--- src/hw/ssr_pkg.sv ---
package ssr_pkg;

  // ----------------------------------------------------------------
  // register map (byte addresses, one 32-bit word each)
  // ----------------------------------------------------------------
  localparam int unsigned REG_AW      = 4;
  localparam logic [3:0]  OFF_CTRL    = 4'h0;
  localparam logic [3:0]  OFF_STATUS  = 4'h4;
  localparam logic [3:0]  OFF_BURST   = 4'h8;
  localparam logic [3:0]  OFF_WCOUNT  = 4'hC;
  localparam logic [1:0]  RESP_OKAY   = 2'h0;
  localparam logic [1:0]  RESP_DECERR = 2'h3;

  // control bits
  localparam int unsigned CTRL_SLEEP  = 0;
  localparam int unsigned CTRL_CLR    = 1;

  // ----------------------------------------------------------------
  // strap vector layout, also the low bits of the status word
  // ----------------------------------------------------------------
  localparam int unsigned STRAP_W      = 5;
  localparam int unsigned STRAP_ORDER  = 0;
  localparam int unsigned STRAP_FLOW   = 1;
  localparam int unsigned STRAP_SDESEL = 2;
  localparam int unsigned STRAP_DRIVE  = 3;
  localparam int unsigned STRAP_SLEEP  = 4;
  // pull-up levels on order/flow/deselect/drive, pull-down on sleep
  localparam logic [4:0]  STRAP_RST    = 5'h0F;

  localparam int unsigned ST_STANDBY   = 5;
  localparam int unsigned ST_ACTIVE    = 6;
  localparam int unsigned ST_OE        = 7;

  // ----------------------------------------------------------------
  // memory side
  // ----------------------------------------------------------------
  localparam int unsigned LANES     = 4;
  localparam int unsigned CNT_W     = 2;
  localparam logic [3:0]  ALL_LANES = 4'hF;
  localparam logic [3:0]  NO_LANES  = 4'h0;

  typedef enum logic [1:0] {
    CYC_IDLE,
    CYC_READ,
    CYC_WRITE
  } ssr_cyc_e;

endpackage : ssr_pkg

--- src/hw/ssr_burst_ctr.sv ---
`timescale 1ns/1ns
module ssr_burst_ctr
  import ssr_pkg::*;
#(
  parameter int unsigned CW = CNT_W
) (
  input  wire logic          clk,
  input  wire logic          rst_n,
  input  wire logic          load,
  input  wire logic [CW-1:0] start,
  input  wire logic          advance,
  input  wire logic          interleave,
  output logic      [CW-1:0] addr
);

  typedef struct packed {
    logic [CW-1:0] start;
    logic [CW-1:0] beat;
    logic [CW-1:0] addr;
  } ssr_ctr_s;

  ssr_ctr_s q;
  ssr_ctr_s n;

  always_comb begin
    n = q;
    if (load) begin
      n.start = start;
      n.beat  = '0;
    end else if (advance) begin
      // beat index wraps, so the fourth step is back at the start
      n.beat = CW'(q.beat + CW'(1));
    end
    if (interleave) begin
      n.addr = n.start ^ n.beat;
    end else begin
      n.addr = CW'(n.start + n.beat);
    end
  end

  always_ff @(posedge clk or negedge rst_n) begin
    if (!rst_n) begin
      q <= '0;
    end else begin
      q <= n;
    end
  end

  assign addr = q.addr;

endmodule : ssr_burst_ctr

--- src/hw/ssr_ctrl.sv ---
// The register offsets and the AXI4-Lite register port were chosen for this implementation.
`timescale 1ns/1ns
// Functional notes
// strobe loads two low address bits
// active-low advance steps the counter
// either strobe starts access at external address
// disabled lanes keep their contents
// byte write hits enabled lanes only
// global write hits every lane
// order strap low linear, high interleaved
// flow strap low bypasses output register
// sleep high forces standby
// deselect strap low gives dual deselect
// drive strap low gives high drive
// mode straps default high when floating
// sleep defaults low when floating
// linear order counts modulo four
// interleaved order xors start with beat
// all chip enables needed for selection
// upper address held, replaced per strobe
// straps are static, sampled continuously
module ssr_ctrl
  import ssr_pkg::*;
#(
  parameter int unsigned ADDR_W = 22
) (
  input  wire logic              CORE_CLK,
  input  wire logic              NRST,
  // register bus
  input  wire logic [REG_AW-1:0] S_AXI_AWADDR,
  input  wire logic              S_AXI_AWVALID,
  output logic                   S_AXI_AWREADY,
  input  wire logic [31:0]       S_AXI_WDATA,
  input  wire logic [3:0]        S_AXI_WSTRB,
  input  wire logic              S_AXI_WVALID,
  output logic                   S_AXI_WREADY,
  output logic [1:0]             S_AXI_BRESP,
  output logic                   S_AXI_BVALID,
  input  wire logic              S_AXI_BREADY,
  input  wire logic [REG_AW-1:0] S_AXI_ARADDR,
  input  wire logic              S_AXI_ARVALID,
  output logic                   S_AXI_ARREADY,
  output logic [31:0]            S_AXI_RDATA,
  output logic [1:0]             S_AXI_RRESP,
  output logic                   S_AXI_RVALID,
  input  wire logic              S_AXI_RREADY,
  // memory bus, synchronous to CORE_CLK
  input  wire logic [ADDR_W-1:0] ADDR,
  input  wire logic              PROC_ADDR_STROBE_N,
  input  wire logic              CTRL_ADDR_STROBE_N,
  input  wire logic              BURST_ADVANCE_N,
  input  wire logic              CHIP_SEL_N,
  input  wire logic              CHIP_SEL_HI,
  input  wire logic              CHIP_SEL3_N,
  input  wire logic              LANE_WRITE_N,
  input  wire logic              ALL_LANES_WRITE_N,
  input  wire logic [LANES-1:0]  LANE_ENABLE_N,
  // straps and sleep, asynchronous
  input  wire logic              LINEAR_ORDER_N,
  input  wire logic              FLOW_THROUGH_N,
  input  wire logic              SINGLE_DESELECT_SEL,
  input  wire logic              DRIVE_STRENGTH_SEL,
  input  wire logic              SLEEP_REQ,
  // array side
  output logic [ADDR_W-1:0]      MEM_ADDR,
  output logic                   MEM_READ,
  output logic                   MEM_WRITE,
  output logic [LANES-1:0]       MEM_LANE_WE,
  output logic                   DATA_OE,
  output logic                   PIPELINED,
  output logic                   DUAL_DESELECT,
  output logic                   HIGH_DRIVE,
  output logic                   STANDBY
);

  typedef struct packed {
    logic [STRAP_W-1:0]     strap_m;
    logic [STRAP_W-1:0]     strap_s;
    logic                   aw_ok;
    logic [REG_AW-1:0]      awaddr;
    logic                   w_ok;
    logic [31:0]            wdata;
    logic [3:0]             wstrb;
    logic                   bvalid;
    logic [1:0]             bresp;
    logic                   rvalid;
    logic [1:0]             rresp;
    logic [31:0]            rdata;
    logic                   soft_sleep;
    logic                   standby;
    ssr_cyc_e               cyc;
    logic [ADDR_W-1:CNT_W]  upper;
    logic [LANES-1:0]       lane_we;
    logic                   oe_src;
    logic                   oe;
    logic [31:0]            wcount;
  } ssr_state_s;

  localparam ssr_state_s ST_RST = '{
    strap_m: STRAP_RST,
    strap_s: STRAP_RST,
    cyc:     CYC_IDLE,
    default: '0
  };

  ssr_state_s     q;
  ssr_state_s     n;
  logic           ctr_load;
  logic           ctr_adv;
  logic [CNT_W-1:0] ctr_addr;

  // ----------------------------------------------------------------
  // burst address counter
  // ----------------------------------------------------------------
  ssr_burst_ctr #(
    .CW (CNT_W)
  ) u_ctr (
    .clk        (CORE_CLK),
    .rst_n      (NRST),
    .load       (ctr_load),
    .start      (ADDR[CNT_W-1:0]),
    .advance    (ctr_adv),
    .interleave (q.strap_s[STRAP_ORDER]),
    .addr       (ctr_addr)
  );

  // ----------------------------------------------------------------
  // register read mux
  // ----------------------------------------------------------------
  function automatic logic [31:0] reg_read(input ssr_state_s s,
                                           input logic [CNT_W-1:0] ca);
    logic [31:0] v;
    v = '0;
    unique case (s.cyc == CYC_IDLE ? 1'b0 : 1'b1)
      1'b0: v[ST_ACTIVE] = 1'b0;
      1'b1: v[ST_ACTIVE] = 1'b1;
    endcase
    v[STRAP_W-1:0] = s.strap_s;
    v[ST_STANDBY]  = s.standby;
    v[ST_OE]       = s.oe;
    return v;
  endfunction : reg_read

  always_comb begin
    logic        standby;
    logic        sel;
    logic        p_start;
    logic        c_start;
    logic        wr_req;
    logic [LANES-1:0] lanes;
    logic        flow;
    logic        dcd;
    logic        aw_hs;
    logic        w_hs;
    standby  = 1'b0;
    sel      = 1'b0;
    p_start  = 1'b0;
    c_start  = 1'b0;
    wr_req   = 1'b0;
    lanes    = NO_LANES;
    flow     = 1'b0;
    dcd      = 1'b0;
    aw_hs    = 1'b0;
    w_hs     = 1'b0;
    n        = q;
    ctr_load = 1'b0;
    ctr_adv  = 1'b0;

    // ----------------------------------------------------------------
    // strap synchronisers; straps are treated as static levels
    // ----------------------------------------------------------------
    n.strap_m = {SLEEP_REQ, DRIVE_STRENGTH_SEL, SINGLE_DESELECT_SEL,
                 FLOW_THROUGH_N, LINEAR_ORDER_N};
    n.strap_s = q.strap_m;
    flow      = ~q.strap_s[STRAP_FLOW];
    dcd       = ~q.strap_s[STRAP_SDESEL];

    // ----------------------------------------------------------------
    // access sequencing
    // ----------------------------------------------------------------
    standby   = q.strap_s[STRAP_SLEEP] | q.soft_sleep;
    n.standby = standby;
    sel       = ~CHIP_SEL_N & CHIP_SEL_HI & ~CHIP_SEL3_N;
    // processor strobe is ignored while the primary enable is high
    p_start   = ~PROC_ADDR_STROBE_N & ~CHIP_SEL_N;
    c_start   = ~CTRL_ADDR_STROBE_N;
    wr_req    = ~ALL_LANES_WRITE_N | ~LANE_WRITE_N;
    if (!ALL_LANES_WRITE_N) begin
      lanes = ALL_LANES;
    end else if (!LANE_WRITE_N) begin
      lanes = ~LANE_ENABLE_N;
    end

    if (standby) begin
      n.cyc = CYC_IDLE;
    end else if (p_start || c_start) begin
      if (sel) begin
        ctr_load = 1'b1;
        n.upper  = ADDR[ADDR_W-1:CNT_W];
        // a processor strobe always opens a read
        if (!p_start && wr_req) begin
          n.cyc = CYC_WRITE;
        end else begin
          n.cyc = CYC_READ;
        end
      end else begin
        n.cyc = CYC_IDLE;
      end
    end else if (q.cyc != CYC_IDLE) begin
      ctr_adv = ~BURST_ADVANCE_N;
      n.cyc   = wr_req ? CYC_WRITE : CYC_READ;
    end

    n.lane_we = (n.cyc == CYC_WRITE) ? lanes : NO_LANES;

    // flow-through drives in the access cycle, pipelined one later;
    // dual deselect keeps the drivers on for one more cycle
    n.oe_src = flow ? (n.cyc == CYC_READ) : (q.cyc == CYC_READ);
    n.oe     = n.oe_src | (dcd & q.oe_src);

    // ----------------------------------------------------------------
    // register bus, write side
    // ----------------------------------------------------------------
    aw_hs = S_AXI_AWVALID & ~q.aw_ok & ~q.bvalid;
    w_hs  = S_AXI_WVALID & ~q.w_ok & ~q.bvalid;
    if (aw_hs) begin
      n.aw_ok  = 1'b1;
      n.awaddr = S_AXI_AWADDR;
    end
    if (w_hs) begin
      n.w_ok  = 1'b1;
      n.wdata = S_AXI_WDATA;
      n.wstrb = S_AXI_WSTRB;
    end
    if (q.bvalid && S_AXI_BREADY) begin
      n.bvalid = 1'b0;
    end

    // write beats counted; a clear in the same cycle still keeps it
    if (n.cyc == CYC_WRITE) begin
      n.wcount = q.wcount + 32'h1;
    end

    if (q.aw_ok && q.w_ok) begin
      n.aw_ok  = 1'b0;
      n.w_ok   = 1'b0;
      n.bvalid = 1'b1;
      n.bresp  = RESP_OKAY;
      unique case (q.awaddr)
        OFF_CTRL: begin
          if (q.wstrb[0]) begin
            n.soft_sleep = q.wdata[CTRL_SLEEP];
            if (q.wdata[CTRL_CLR]) begin
              n.wcount = (n.cyc == CYC_WRITE) ? 32'h1 : 32'h0;
            end
          end
        end
        OFF_STATUS, OFF_BURST, OFF_WCOUNT: begin
          // read-only words take the write and ignore it
        end
        default: n.bresp = RESP_DECERR;
      endcase
    end

    // ----------------------------------------------------------------
    // register bus, read side
    // ----------------------------------------------------------------
    if (q.rvalid && S_AXI_RREADY) begin
      n.rvalid = 1'b0;
    end
    if (S_AXI_ARVALID && !q.rvalid) begin
      n.rvalid = 1'b1;
      n.rresp  = RESP_OKAY;
      n.rdata  = '0;
      unique case (S_AXI_ARADDR)
        OFF_CTRL:   n.rdata[CTRL_SLEEP] = q.soft_sleep;
        OFF_STATUS: n.rdata = reg_read(q, ctr_addr);
        OFF_BURST:  n.rdata[ADDR_W-1:0] = {q.upper, ctr_addr};
        OFF_WCOUNT: n.rdata = q.wcount;
        default:    n.rresp = RESP_DECERR;
      endcase
    end
  end

  // pull levels are the reset value of the strap flops
  always_ff @(posedge CORE_CLK or negedge NRST) begin
    if (!NRST) begin
      q <= ST_RST;
    end else begin
      q <= n;
    end
  end

  // ----------------------------------------------------------------
  // outputs
  // ----------------------------------------------------------------
  assign S_AXI_AWREADY = ~q.aw_ok & ~q.bvalid;
  assign S_AXI_WREADY  = ~q.w_ok & ~q.bvalid;
  assign S_AXI_BVALID  = q.bvalid;
  assign S_AXI_BRESP   = q.bresp;
  assign S_AXI_ARREADY = ~q.rvalid;
  assign S_AXI_RVALID  = q.rvalid;
  assign S_AXI_RDATA   = q.rdata;
  assign S_AXI_RRESP   = q.rresp;

  assign MEM_ADDR      = {q.upper, ctr_addr};
  assign MEM_READ      = (q.cyc == CYC_READ);
  assign MEM_WRITE     = (q.cyc == CYC_WRITE);
  assign MEM_LANE_WE   = q.lane_we;
  assign DATA_OE       = q.oe;
  assign PIPELINED     = q.strap_s[STRAP_FLOW];
  assign DUAL_DESELECT = ~q.strap_s[STRAP_SDESEL];
  assign HIGH_DRIVE    = ~q.strap_s[STRAP_DRIVE];
  assign STANDBY       = q.standby;

endmodule : ssr_ctrl

--- config.mk ---
export PLATFORM = sky130hd
export DESIGN_NAME = ssr_ctrl
export DESIGN_NICKNAME = d
export VERILOG_FILES = /design/src/hw/ssr_pkg.sv /design/src/hw/ssr_burst_ctr.sv /design/src/hw/ssr_ctrl.sv
export SDC_FILE = /design/constraint.sdc
export NUM_CORES = 1
export LEC_CHECK = 0
export CAP_MARGIN = 20
export CORE_MARGIN = 4
export CORE_UTILIZATION = 36
export DETAILED_ROUTE_END_ITERATION = 8
export DONT_BUFFER_PORTS = 1
export PLACE_DENSITY = 0.54
export SLEW_MARGIN = 25
export SYNTH_ARGS = -nofsm -noshare
export SYNTH_HDL_FRONTEND = slang
export SYNTH_HIERARCHICAL = 1
export SYNTH_SLANG_ARGS = --single-unit
export TNS_END_PERCENT = 100
--- constraint.sdc ---
create_clock -name CORE_CLK -period 3.5 [get_ports CORE_CLK]
set_clock_uncertainty 0.15 [all_clocks]
set_input_delay 0.35 -clock CORE_CLK [delete_from_list [all_inputs] [get_ports CORE_CLK]]
set_output_delay 0.35 -clock CORE_CLK [all_outputs]
set_load 0.1 [all_outputs]
Yosys cells after proc, flatten, opt, wreduce, memory -nomap -nowiden
Index checks and enable logic that the tools add are counted.
{"block": "classes", "n_eq_ne": 10, "mul": 0, "reduce_logical": 20, "magnitude_cmp": 0, "n_bitwise": 29, "div_mod_pow": 0, "mux": 41, "shift": 0, "n_addsub": 3}
{"cell": "$mux W32", "n": 5}
{"cell": "$pmux W21 S3", "n": 1}
{"cell": "$mux W37", "n": 1}
{"cell": "$mux W35", "n": 1}
{"cell": "$add A32 B1 Y32 const B", "n": 1}
{"cell": "$mux W2", "n": 12}
{"cell": "$eq A4 B4 Y1 const B", "n": 4}
{"cell": "$not A1 Y1", "n": 14}
{"cell": "$mux W1", "n": 13}
{"cell": "$mux W4", "n": 3}
{"cell": "$and A1 B1 Y1", "n": 10}
{"cell": "$mux W10", "n": 1}
{"cell": "$reduce_bool A2 Y1", "n": 5}
{"cell": "$eq A4 B3 Y1 const B", "n": 2}
{"cell": "$logic_not A4 Y1", "n": 2}
{"cell": "$reduce_or A4 Y1", "n": 2}
{"cell": "$reduce_and A3 Y1", "n": 2}
{"cell": "$logic_and A1 B1 Y1", "n": 5}
{"cell": "$mux W5", "n": 1}
{"cell": "$eq A2 B1 Y1 const B", "n": 2}
{"cell": "$eq A2 B2 Y1 const B", "n": 2}
{"cell": "$not A4 Y4", "n": 1}
{"cell": "$pmux W1 S4", "n": 1}
{"cell": "$mux W3", "n": 1}
{"cell": "other kinds (8)", "n": 11}
{"block": "word_totals", "ram_bits": 0, "rom_bits": 0, "latch_bits": 0, "word_cells": 126, "in_bits": 90, "ff_bits": 158, "n_memories": 0, "output_inout_bits": 74}

Longest topological paths before layout
{"block": "depth", "word_depth": 14, "ltp_mapped": 10, "ltp_nobuf": 8}

Cells and area by module
The synthesis kept the hierarchy.
{"module": "ssr_ctrl", "instances": 1, "seq_area_each_um2": 2937.8, "area_per_inst_um2": 5584.1, "cells_each": 580}
{"module": "ssr_burst_ctr", "instances": 1, "seq_area_each_um2": 150.1, "area_per_inst_um2": 274.0, "cells_each": 20}

Worst setup path after synthesis
Ideal clock, no wire load.
{"block": "synth_path", "path_kind": "flip-flop to flip-flop", "start": "register q (netlist bit S_AXI_BVALID)", "end": "register q[137] (netlist name)", "path_slack_ns": 0.248, "setup_ns": 0.125, "synth_period_minus_slack_ns": 3.252, "n_path_buf": 1, "t_required_ns": 3.225, "path_stages_with_launch": 5, "arrival_time_ns": 2.977, "path_cell_list": "dfrtp_1 nor2_1 and2_1 clkbuf_1 mux2_2"}
{"block": "synth_between", "elab_chain_cells": 2}
{"item": "start, declared", "line_no": "ssr_ctrl.sv:106", "text": "ssr_state_s q;"}
{"item": "start signal, assigned", "line_no": "ssr_ctrl.sv:290", "text": "q <= n;"}
{"item": "$not A1 Y1", "line_no": "ssr_ctrl.sv:224", "text": "aw_hs = S_AXI_AWVALID & ~q.aw_ok & ~q.bvalid;"}
{"item": "$and A1 B1 Y1", "line_no": "ssr_ctrl.sv:224"}
No other way between the ends.
A chain may end at the register's enable or synchronous reset.

==> flow_summary.toml <==
[outcome]
status = "completed"

[logic_synthesis]
syn_area_um2 = 5858
synth-main-ff-cell = "dfrtp_1"
synthMuxAreaShare_pct = 3.332
netlist_instances = 600
synth_cell_types = 45
synth-compound-area-share_pct = 8.885
synth_top_family_by_area = "simple AND/OR/NAND/NOR gates"
syn_nets = 692
ys_seq_elements = 123
avgSynthCellArea_um2 = 9.764
post_synth_xor_area_fraction_pct = 4.763
yosys.area_share.simple_pct = 19.14
synth_fa_ha_area_share_pct = 0.4272
synth_edf_count = 0
yosysSeqAreaShare_pct = 52.71
synthArstFlopShare_pct = 100.0
ys_warn_count = 6

[routing]
viasPerCell = 5.014
antenna_left = 0
dr.pass1.iters = 6
drc = 0
detailedRoute.firstIterationViolations = 215
drt-total-wl_mm = 14.01
wl_per_cell_um = 17.26
num_vias = 4071

[sta]
setup-tns-final_ns = 0
tightest_slew_ns = 0.9989
fin_crit_ns = 2.670
hold_ws_ns = 0.01805
rsz0062_at_grt = "false"
clock.fmax_ghz = 0.3745
final_max_slew_viol_count = 0
hold_violations = 0
min_period_over_period_pct = 76.30
setup_viol = 0
slew_headroom_pct = 33.41

[floorplanning]
ios = 164
fp.dieArea_um2 = 18380
die_y_um = 135.6
die_x_um = 135.6
core_um2 = 15940
core.rowCount = 46
start_util_pct = 36.74

[placed_design]
gp_congestion = 0.7447
dp_hpwl_mm = 9.315
port_buffers = 0

[cts]
cts_buffers = 17
htree_levels = 4
cts.path.max_buffers = 2
clk_latency_ns = 0.41
hold_buffers = 41
cts_setup_buffers = 0
cts_tree = "yes"
cts.sinks = 123
clk_pin_slew_worst_paths_ns = 0.06
cts_resized = 0
cts_root_buf = "clkbuf_16"

[worst_setup_path]
path_common_cell = "buf_4"
cp.arrival_ns = 2.81
crit_chain = "or2_2 > a211o_1 > buf_4 > inv_1 > buf_4 > nor2_1 > ha_1 > nor2b_1 > xnor2_2 > xnor2_1"
rr_worst_depth = 10
worst-path-stages = 10
critical_path_required_ns = 3.64
critPathSlowestCell = "dfrtp_1"
crit_family = "simple AND/OR/NAND/NOR gates"
max_stage_delay_ns = 0.41
critPathBufInv = 3
start_kind = "flip-flop"
cp-end-kind = "flip-flop"
crit_start = "q[146]"
path_max_fanout = 23
path_class = "reg -> reg"
r2r-start = "q[146]"

[layout]
drive_above_1_share_pct = 15.10
final_common_cell = "nand2_1"
layout_common_cells = "nand2_1, dfrtp_1, o21ai_0"
syn_to_final_growth_pct = 15.44
num_antenna_cells = 0
fin_nets = 675

[global_routing]
grt_pass1_wl_mm = 22.52
overflow = 0
grt_usage_pct = 15.86
antenna_found_initial = 0
grt_pass1_vias = 4280
grt_max_degree = 124

[worst_hold_path]
hold_class = "in -> reg"
holdCritStartpoint = "S_AXI_ARADDR[3]"
hold-path-cell-count = 2

[pwr]
p_leak_nw = 2.978
peakVddDrop_mv = 0.4906
power.density_nw_per_um2 = 776.0

[flow_run]
cap_viol_max_count = 0
==> cells by family after synthesis <==
kind of cell,after synthesis
and+or+nand+nor,239
DFF,123
buffers and inverters,103
AOI/OAI and AO/OA,85
xor gates and xnor gates,31
muxes,17
adders and majority gates,2
==> power by group <==
group | total (mW) | internal [mW] | switching, mW
Sequential | 2.58 | 1.61 | 0.971
Clock | 1.91 | 1.26 | 0.651
Combinational | 0.760 | 0.261 | 0.499
Total | 5.25 | 3.13 | 2.12
==> worst paths after layout <==
path                              endpoint  slack [ns]
min                         S_AXI_RDATA[1]        0.02
max in group asynchronous   S_AXI_BRESP[0]        2.29
min in group asynchronous  S_AXI_RDATA[26]        0.43
min reg2reg                         q[145]        0.21
max reg2reg                  u_ctr/addr[1]        0.83
max                          u_ctr/addr[1]        0.83
==> registers in the layout (all words and copies together) (netlist names) <==
register,cells
u_ctr/addr,2
S_AXI_RRESP,1
S_AXI_RVALID,1
u_ctr/q,4
STANDBY,1
q,49
DATA_OE,1
MEM_LANE_WE,4
S_AXI_BVALID,1
S_AXI_BRESP,1
MEM_ADDR,20
S_AXI_RDATA,32
PIPELINED,1
n,5
==> cell type report <==
| cell class | count | area (um2) |
|---|---|---|
| clock buffers | 20 | 466.7 |
| flip-flops and latches | 123 | 3090 |
| multi-input cells | 374 | 2162 |
| clock inverters | 12 | 183.9 |
| repair buffers | 58 | 555.5 |
| well taps | 216 | 270.3 |
| inverters | 9 | 33.78 |
| fillers | 1532 | 9180 |
==> metrics by stage <==
stage / std cells / power (mW) / utilization (%) / setup slack, ns / cell area [um2]
floorplan: 600 / 3.276 / - / 0.2478 / 5858
global placement: 739 / 3.280 / 35.62 / 0.8659 / 5679
detailed placement: 739 / 3.301 / 35.62 / 0.8539 / 5679
CTS: 812 / 5.308 / 42.39 / 0.8273 / 6758
global route: 812 / 5.459 / 42.42 / 0.6982 / 6763
finish: 812 / 5.248 / 42.42 / 0.8296 / 6763
==> cells in the mapped netlist, drive strengths merged (9+ instances only) <==
cell | number | area (um2)
a22oi | 21 | 157.7
and3 | 12 | 75.07
buf | 63 | 476.7
clkbuf | 31 | 118.9
dfrtp | 115 | 2878
inv | 9 | 33.78
mux2 | 17 | 195.2
nand2 | 117 | 439.2
nand3 | 12 | 60.06
nand4 | 11 | 75.07
nor2 | 35 | 131.4
nor3 | 10 | 50.05
nor4 | 15 | 93.84
o21ai | 44 | 220.2
xnor2 | 27 | 244.0
==> per-layer routing <==
metal | vias to the layer above | wire [um] | global-route usage, %
li1 | 1945 | - | -
met1 | 1992 | 5986 | 19.39
met2 | 121 | 6700 | 25.44
met3 | 13 | 1166 | 7.058
met4 | 0 | 159 | 4.591
met5 | - | 0 | 0
No activity file was read; power rests on OpenSTA's default activity.
